==> src/rtl/spcmd_cfg.svh <==
// offsets, field positions, reset values and presets of the port id/command registers
`ifndef SPCMD_CFG_SVH
`define SPCMD_CFG_SVH

// =====================================================
// register offsets (byte addresses of config dwords)
`define SPCMD_OFF_ID 12'h000
`define SPCMD_OFF_CMD 12'h004

// =====================================================
// identification presets (arbitrary values, not a real maker or part)
`define SPCMD_MAKER_PRESET 16'hA5C3
`define SPCMD_PART_PRESET 16'h3C5A

// =====================================================
// command register field positions
`define SPCMD_BIT_IO_EN 0
`define SPCMD_BIT_MEM_EN 1
`define SPCMD_BIT_FWD_EN 2
`define SPCMD_BIT_PARITY_EN 6
`define SPCMD_BIT_ERR_REPORT 8
`define SPCMD_BIT_INTX_OFF 10

// writable bits: 0,1,2,6,8,10; legacy bits 3,4,5,7,9 and reserved 15:11 stay zero
`define SPCMD_CMD_RW_MASK 16'h0547
`define SPCMD_CMD_RESERVED_PRESERVE 16'hF800
`define SPCMD_CMD_RESET 16'h0000

// =====================================================
// a zero half word and a zero dword
`define SPCMD_HALF_ZERO 16'h0000
`define SPCMD_DWORD_ZERO 32'h00000000

`endif

==> src/rtl/spcmd_pkg.sv <==
// types and helper functions of the port id/command registers
package spcmd_pkg;

   typedef logic [15:0] spcmd_half_t;
   typedef logic [31:0] spcmd_dword_t;

   typedef enum logic [1:0] {
      spcmd_acc_none,
      spcmd_acc_read,
      spcmd_acc_write
   } spcmd_acc_t;

   // merge two write bytes into a 16-bit field under byte enables and a write mask
   function automatic spcmd_half_t be_merge16(input spcmd_half_t old_v,
                                              input spcmd_half_t new_v,
                                              input logic [1:0] be,
                                              input spcmd_half_t wmask);
      spcmd_half_t lane;
      lane = {{8{be[1]}}, {8{be[0]}}} & wmask;
      return (old_v & ~lane) | (new_v & lane);
   endfunction

   // dword index match of a byte address against an offset
   function automatic logic dw_hit(input logic [11:0] addr, input logic [11:0] off);
      return addr[11:2] == off[11:2];
   endfunction

endpackage

==> src/rtl/spcmd_id_store.sv <==
// holder of the loadable maker and part identification codes
`timescale 1ns/1ns
`include "spcmd_cfg.svh"

module spcmd_id_store #(
   parameter logic [15:0] MAKER_PRESET = `SPCMD_MAKER_PRESET,
   parameter logic [15:0] PART_PRESET = `SPCMD_PART_PRESET
) (
   // clock and reset
   input wire logic core_clk,
   input wire logic srst,
   // loads from eeprom or sideband bus
   input wire logic maker_load_valid,
   input wire spcmd_pkg::spcmd_half_t maker_load_data,
   input wire logic part_load_valid,
   input wire spcmd_pkg::spcmd_half_t part_load_data,
   // current codes
   output spcmd_pkg::spcmd_half_t maker_q,
   output spcmd_pkg::spcmd_half_t part_q
);

   spcmd_pkg::spcmd_half_t maker_r;
   spcmd_pkg::spcmd_half_t part_r;

   // =====================================================
   // code registers
   // maker preset or load
   always_ff @(posedge core_clk) begin
      if (srst) begin
         maker_r <= MAKER_PRESET;
         part_r <= PART_PRESET;
      end else begin
         if (maker_load_valid) begin
            maker_r <= maker_load_data;
         end
         if (part_load_valid) begin
            part_r <= part_load_data;
         end
      end
   end

   assign maker_q = maker_r;
   assign part_q = part_r;

endmodule // spcmd_id_store

==> src/rtl/spcmd_regs.sv <==
// identification and command registers of a switch port, with the command gating
`timescale 1ns/1ns
`include "spcmd_cfg.svh"

module spcmd_regs (
   // clock and reset
   input wire logic core_clk,
   input wire logic srst,
   // configuration requests from the link
   input wire logic cfg_req_valid,
   input wire logic cfg_req_write,
   input wire logic [11:0] cfg_req_addr,
   input wire logic [3:0] cfg_req_be,
   input wire spcmd_pkg::spcmd_dword_t cfg_req_wdata,
   // configuration completions
   output logic cfg_cpl_valid,
   output spcmd_pkg::spcmd_dword_t cfg_cpl_rdata,
   // identification loads
   input wire logic maker_load_valid,
   input wire spcmd_pkg::spcmd_half_t maker_load_data,
   input wire logic part_load_valid,
   input wire spcmd_pkg::spcmd_half_t part_load_data,
   // primary side requests
   input wire logic pri_req_valid,
   input wire logic pri_req_io,
   input wire logic pri_req_mem,
   output logic pri_req_take,
   output logic pri_req_ignore,
   // downstream side requests bound upstream
   input wire logic dsr_req_valid,
   input wire logic dsr_req_memio,
   input wire logic dsr_req_np,
   output logic up_fwd,
   output logic ur_cpl,
   // errors
   input wire logic parity_err_det,
   input wire logic err_fatal_det,
   input wire logic err_nonfatal_det,
   output logic parity_handle,
   output logic err_fatal_msg,
   output logic err_nonfatal_msg,
   // interrupts
   input wire logic own_intx_req,
   input wire logic fwd_intx_req,
   output logic intx_own_msg,
   output logic intx_fwd_msg,
   // command view
   output spcmd_pkg::spcmd_half_t cmd_view
);

   // =====================================================
   // declarations
   spcmd_pkg::spcmd_half_t maker_q;
   spcmd_pkg::spcmd_half_t part_q;
   spcmd_pkg::spcmd_half_t cmd_r;
   spcmd_pkg::spcmd_half_t cmd_nxt;
   spcmd_pkg::spcmd_half_t cmd_view_r;
   spcmd_pkg::spcmd_acc_t acc;
   spcmd_pkg::spcmd_dword_t rdata_nxt;
   spcmd_pkg::spcmd_dword_t cpl_rdata_r;
   logic cpl_valid_r;
   logic hit_id;
   logic hit_cmd;
   logic io_en;
   logic mem_en;
   logic fwd_en;
   logic parity_en;
   logic err_report;
   logic intx_off;
   logic pri_take_nxt;
   logic pri_take_r;
   logic pri_ignore_r;
   logic up_fwd_r;
   logic ur_cpl_r;
   logic parity_handle_r;
   logic err_fatal_r;
   logic err_nonfatal_r;
   logic intx_own_r;
   logic intx_fwd_r;

   // =====================================================
   // identification store
   spcmd_id_store u_id_store (
      .core_clk(core_clk),
      .srst(srst),
      .maker_load_valid(maker_load_valid),
      .maker_load_data(maker_load_data),
      .part_load_valid(part_load_valid),
      .part_load_data(part_load_data),
      .maker_q(maker_q),
      .part_q(part_q)
   );

   // =====================================================
   // request decode
   assign hit_id = spcmd_pkg::dw_hit(cfg_req_addr, `SPCMD_OFF_ID);
   assign hit_cmd = spcmd_pkg::dw_hit(cfg_req_addr, `SPCMD_OFF_CMD);
   assign acc = !cfg_req_valid ? spcmd_pkg::spcmd_acc_none :
                cfg_req_write ? spcmd_pkg::spcmd_acc_write : spcmd_pkg::spcmd_acc_read;

   assign cmd_nxt = (acc == spcmd_pkg::spcmd_acc_write && hit_cmd) ?
                    spcmd_pkg::be_merge16(cmd_r, cfg_req_wdata[15:0], cfg_req_be[1:0],
                                          `SPCMD_CMD_RW_MASK & ~`SPCMD_CMD_RESERVED_PRESERVE) :
                    cmd_r;

   // part code high half
   // status half and unmapped dwords read zero
   assign rdata_nxt = (acc != spcmd_pkg::spcmd_acc_read) ? `SPCMD_DWORD_ZERO :
                      hit_id ? {part_q, maker_q} :
                      hit_cmd ? {`SPCMD_HALF_ZERO, cmd_r} : `SPCMD_DWORD_ZERO;

   // =====================================================
   // command fields
   assign io_en = cmd_r[`SPCMD_BIT_IO_EN];
   assign mem_en = cmd_r[`SPCMD_BIT_MEM_EN];
   assign fwd_en = cmd_r[`SPCMD_BIT_FWD_EN];
   assign parity_en = cmd_r[`SPCMD_BIT_PARITY_EN];
   assign err_report = cmd_r[`SPCMD_BIT_ERR_REPORT];
   assign intx_off = cmd_r[`SPCMD_BIT_INTX_OFF];

   assign pri_take_nxt = pri_req_valid && ((pri_req_io && io_en) || (pri_req_mem && mem_en));

   // =====================================================
   // register file and completion
   // command resets to zero
   always_ff @(posedge core_clk) begin
      if (srst) begin
         cmd_r <= `SPCMD_CMD_RESET;
         cmd_view_r <= `SPCMD_CMD_RESET;
         cpl_valid_r <= 1'b0;
         cpl_rdata_r <= `SPCMD_DWORD_ZERO;
      end else begin
         cmd_r <= cmd_nxt;
         cmd_view_r <= cmd_r;
         cpl_valid_r <= (acc != spcmd_pkg::spcmd_acc_none);
         cpl_rdata_r <= rdata_nxt;
      end
   end

   // =====================================================
   // primary side gating
   always_ff @(posedge core_clk) begin
      if (srst) begin
         pri_take_r <= 1'b0;
         pri_ignore_r <= 1'b0;
      end else begin
         pri_take_r <= pri_take_nxt;
         pri_ignore_r <= pri_req_valid && !pri_take_nxt;
      end
   end

   // =====================================================
   // upstream forwarding
   // blocked when bit 2 clear
   always_ff @(posedge core_clk) begin
      if (srst) begin
         up_fwd_r <= 1'b0;
         ur_cpl_r <= 1'b0;
      end else begin
         up_fwd_r <= dsr_req_valid && dsr_req_memio && fwd_en;
         ur_cpl_r <= dsr_req_valid && dsr_req_memio && dsr_req_np && !fwd_en;
      end
   end

   // =====================================================
   // error and own interrupt gating; forwarded interrupts pass ungated
   // parity response gate
   always_ff @(posedge core_clk) begin
      if (srst) begin
         parity_handle_r <= 1'b0;
         err_fatal_r <= 1'b0;
         err_nonfatal_r <= 1'b0;
         intx_own_r <= 1'b0;
         intx_fwd_r <= 1'b0;
      end else begin
         parity_handle_r <= parity_err_det && parity_en;
         err_fatal_r <= err_fatal_det && err_report;
         err_nonfatal_r <= err_nonfatal_det && err_report;
         intx_own_r <= own_intx_req && !intx_off;
         intx_fwd_r <= fwd_intx_req;
      end
   end

   // =====================================================
   // outputs
   assign cfg_cpl_valid = cpl_valid_r;
   assign cfg_cpl_rdata = cpl_rdata_r;
   assign pri_req_take = pri_take_r;
   assign pri_req_ignore = pri_ignore_r;
   assign up_fwd = up_fwd_r;
   assign ur_cpl = ur_cpl_r;
   assign parity_handle = parity_handle_r;
   assign err_fatal_msg = err_fatal_r;
   assign err_nonfatal_msg = err_nonfatal_r;
   assign intx_own_msg = intx_own_r;
   assign intx_fwd_msg = intx_fwd_r;
   assign cmd_view = cmd_view_r;
endmodule // spcmd_regs

==> config.mk <==
export PLATFORM = sky130hd
export DESIGN_NAME = spcmd_regs
export DESIGN_NICKNAME = d
export VERILOG_FILES = /design/src/rtl/spcmd_pkg.sv /design/src/rtl/spcmd_id_store.sv /design/src/rtl/spcmd_regs.sv
export VERILOG_INCLUDE_DIRS = /design/src /design/src/rtl
export SDC_FILE = /design/constraint.sdc
export NUM_CORES = 1
export LEC_CHECK = 0
export BUFFER_PORTS_ARGS = -buffer_cell sky130_fd_sc_hd__buf_2
export CAP_MARGIN = 5
export CORE_MARGIN = 4
export CORE_UTILIZATION = 45
export DETAILED_ROUTE_END_ITERATION = 8
export GPL_TIMING_DRIVEN = 1
export PLACE_DENSITY = 0.79
export SLEW_MARGIN = 30
export SYNTH_ARGS = -nofsm -noshare
export SYNTH_HDL_FRONTEND = slang
export SYNTH_SLANG_ARGS = --single-unit
==> constraint.sdc <==
create_clock -name core_clk -period 1.9 [get_ports core_clk]
set_input_delay 0.19 -clock core_clk [delete_from_list [all_inputs] [get_ports core_clk]]
set_output_delay 0.19 -clock core_clk [all_outputs]
set_load 0.02 [all_outputs]
# After elaboration in Yosys (flattened, before gate mapping)
# Index checks and enable logic that the tools add are counted.
# totals
ramBits,0
memories,0
latch_bits,0
mem_bits_ro,0
regBits,106
wordCells,46
out_inout_bits,58
in_bits,97
# classes
add_sub_neg,0
eq_ne,3
shifts,0
magnitude_cmp,0
mul,0
div,0
bitwise_logic,4
muxes,4
reduce_logical,20
# op_table
operator,count
$mux 32,1
$and 16x11->16,1
$and 16x16->16,1
$mux 16,1
$not 11->16,1
$or 16x16->16,1
$logic_and 1x1->1,13
$eq 10x1->1 const B,1
$logic_not 10->1,1
$mux 2,2
$logic_not 1->1,3
$eq 2x2->1 const B,1
$ne 2x1->1 const B,1
$reduce_bool 2->1,1
$reduce_or 2->1,1
$logic_or 1x1->1,1

# Logic depth before layout (Yosys ltp)
# logic_depth
ltp_word,5
depth_mapped,5
ltp_nobuf,3

# Modules after synthesis
# A second synthesis with hierarchy kept.
# hier_totals
cells_unflattened,255
area_unflattened_um2,3103.0
# modules_own_cells
mod,n_inst,cells_per_inst,area_per_inst_um2,seq_area_each_um2
spcmd_regs,1,152,1909.3,1081.0
spcmd_id_store,1,103,1193.6,640.6

# Worst setup path before layout
# OpenSTA, ideal clock, no wires.
# synth_timing
path_kind,in2reg
start,in cfg_req_addr[10]
end,reg cpl_rdata_r[30] (netlist: cfg_cpl_rdata[30])
required_ns,1.826
cell_stages,5
n_path_buf,2
arrival_time_ns,1.666
setup_ns,0.074
path_slack_ns,0.161
cell_sequence,or4b_4 -> or4b_1 -> buf_2 -> buf_6 -> nor3b_2
# synth_via
elab_chain_len,2
# synth_lines
element,line_no,text
"start, declared",spcmd_regs.sv:12,"input wire logic [11:0] cfg_req_addr,"
$logic_not 10->1,spcmd_pkg.sv:25,return addr[11:2] == off[11:2];
$mux 32 (no line),-,
"end signal, assigned",spcmd_regs.sv:131,cpl_rdata_r <= `SPCMD_DWORD_ZERO;
"end signal, assigned",spcmd_regs.sv:136,cpl_rdata_r <= rdata_nxt;
"end, declared",spcmd_regs.sv:60,spcmd_pkg::spcmd_dword_t cpl_rdata_r;
# No other way between the ends.
# A chain may end at the register's enable or synchronous reset.

# Final worst setup path
# layout_timing
start,in cfg_req_addr[10]
end,reg cpl_rdata_r[15] (netlist: cfg_cpl_rdata[15])
# layout_via
elab_chain_len,3
word_cells_on_any_way,4
classes_between,eq/ne (1); mux (2); reduce/logical (1)
# layout_lines
element,line_no
$eq 10x1->1,spcmd_pkg.sv:25
$mux 16 (no line),-
$mux 32 (no line) (*),-
# Every way passes the cells marked *; elsewhere a longest branch is shown, timed or not.

==> results.toml <==
[status]
outcome = "finished, final reports clean"

[synth]
synth.cell_area_mm2 = 0.00304
synth_cell_types = 27
synthArstFlopShare_pct = 0
ys_ff_latch = 86
synth.avg_cell_area_um2 = 11.9
synth_ff_type = "dfxtp_1"
seq_area_frac_synth_pct = 56.6
synth_edf_count = 0
postSynthCellCount = 256
yosys_warnings = 0

[floorplanning]
rows = 29
core-area_mm2 = 0.00646
die_h_um = 90.2
dieArea_mm2 = 0.00813
start_util_pct = 47.1
die_w_um = 90.2
io_pins = 155

[setup_path]
path_max_fanout = 32
cp-start-kind = "primary input"
worstPathRequired_ps = 2160
path_cells = "buf_2 > or4b_4 > or4b_2 > buf_12 > nor3b_1"
crit_type = "primary input to register"
crit_slowest_cell = "or4b_2"
slowest_delay_ps = 720
cp_top_family = "simple AND/OR/NAND/NOR gates"
end_kind = "register"
worst-endpoint-arrival_ps = 1950
rrSetupSlack_ps = 1030
crit_buf_inv = 2

[clock_tree]
cts_max_level = 3
cts_sinks = 86
clk_latency_ps = 340
path_clk_slew_ps = 90
clock_path_buffers = 2
cts_setup_buffers = 0
clockRootBuffer = "clkbuf_8"
cts_buffers = 9
cts_resized = 0
cts_tree = "yes"
holdBufCountCts = 0

[global_routing]
grt-ovfl-total = 0
grt_pass1_wl_um = 10100
grt_max_degree = 51
grt_antenna_before_repair = 0
grtUsageTotal_pct = 15.4
grt_pass1_vias = 2091

[detailed_routing]
firstDrtPassIters = 4
vias_per_cell = 4.73
vias = 2146
ant_nets = 0
drc = 0
avgRoutedWirePerCell_um = 13.6
drt_iter0_markers = 75
wirelength_um = 6160

[placed_design]
gp_congestion = 0.759
io_buffers = 114
dp_cells = 438
dpl.hpwl_um = 4290

[finish]
stdcell_count = 454
syn_to_final_growth_pct = 26.1
fill_cells = 567
layout-drive-gt1-share_pct = 45.1
final_util_pct = 59.3
diodes = 0
final_nets = 469

[power_and_ir_drop]
p_leak_nw = 1.80
power_mw = 3.25
ir_drop_uv = 485
pwr_density_cell_mw_per_mm2 = 847

[hold_path]
hold_path.class = "primary input to register"

[run]
cap_violations = 0

[sta]
maxSlewHeadroom_pct = 64.6
fmax_mhz = 592
hold_viol_final = 0
finalClockSkew_ps = 6.39
drv_slew = 0
finalSetupTns_ps = 0
min_period_over_period_pct = 89.0
final.min_clock_period_ps = 1690
setup_viol = 0
worst_slew_pin_slew_ps = 531
rsz0062_at_grt = "no"
## kinds of logic after synthesis
kind of cell | after synthesis | synth area share, %
buf+inv | 28 | 5.48
simple gates | 96 | 23.5
compound gates | 17 | 4.86
other cells | 1 | 0.123
mux | 28 | 9.43
flops | 86 | 56.6
## flip-flops by register name, indices dropped and copies added, names as in the netlist, named ones only
| name | count |
|---|---|
| u_id_store.maker_q | 16 |
| parity_handle | 1 |
| ur_cpl | 1 |
| intx_own_msg | 1 |
| cfg_cpl_valid | 1 |
| err_fatal_msg | 1 |
| pri_req_ignore | 1 |
| intx_fwd_msg | 1 |
| cfg_cpl_rdata | 32 |
| err_nonfatal_msg | 1 |
| u_id_store.part_q | 16 |
| pri_req_take | 1 |
| up_fwd | 1 |
| cmd_view | 6 |
## cell usage after synthesis (2+ instances only)
cell      number  area (um^2)
nor3b_2       24          300
nor3b_1        4         30.0
nor2b_1       28          175
nor2_1        24         90.1
mux2_2         5         56.3
dfxtp_1       86         1720
nand3_1        2         10.0
a211o_1       16          140
and2_1         3         18.8
buf_6          3         33.8
or3_1          2         12.5
clkbuf_1       8         30.0
buf_4         10         75.1
nand2b_1       2         12.5
mux2i_1       23          230
buf_1          5         18.8
## stage by stage
step	instance area, um^2	worst slack [ps]	hold WS (ps)
after floorplan	3070	161	271
after global placement	3660	-124	391
after detailed placement	3660	-139	395
after CTS	3830	216	24.4
after global routing	3830	173	27.2
final	3830	210	44.3
## final timing paths
kind / startpoint / to / cells past startpoint
worst max-delay path: cfg_req_addr[10] / cfg_cpl_rdata[15] / 5
worst min-delay path: err_nonfatal_det / err_nonfatal_msg / 2
worst max register to register: register / register / 2
worst min register to register: register / intx_own_msg / 1
## per-layer routing
metal / routed length, um / global-route usage, % / vias to the layer above
met1: 2470 / 17.7 / 988
met4: 138 / 8.16 / 0
met5: 0 / 0 / -
met3: 407 / 4.76 / 13
li1: - / - / 1078
met2: 3140 / 25.8 / 67
## where the power goes
group / leakage [nW] / internal, mW / switching (mW)
Sequential: 0.702 / 1.85 / 0.0175
Combinational: 1.01 / 0.131 / 0.126
Clock: 0.0857 / 0.511 / 0.610
## worst reg2reg max path, cell delays in order (launching register included)
cell and delay, ps:
dfxtp_1 320, nor2b_1 150, mux2_2 300
## area by class of cell
class | instances | area, um^2 | share of cell area (%)
Inverter | 1 | 3.75 | 0.0979
Clock buffer | 11 | 141 | 3.69
Clock inverter | 5 | 33.8 | 0.881
Timing Repair Buffer | 123 | 651 | 17.0
Tap cell | 77 | 96.3 | 2.51
Multi-Input combinational cell | 151 | 1180 | 30.9
Sequential cell | 86 | 1720 | 44.9
## layout by cell type (no fill, tap or decap)
cell type   Yosys  final
a211o_1        16     16
a22oi_1         1      1
and2_1          3      3
and3b_1         1      1
buf_12          0      1
buf_2           1    114
buf_4          10      8
clkbuf_1        8      1
clkbuf_8        0     10
clkinv_2        0      2
clkinvlp_4      0      2
conb_1          1     10
dfxtp_1        86     86
inv_1           1      1
inv_6           0      1
mux2_2          5      5
mux2i_1        23     23
nand2_1         1      1
nand2b_1        2      2
nand3_1         2      2
nor2_1         24     24
nor2b_1        28     28
nor3b_1         4      4
nor3b_2        24     24
nor4_1          1      1
nor4_2          1      1
nor4b_1         1      1
or3_1           2      2
or4b_2          0      1
or4b_4          1      1
Power figures use the tool's default switching activity.
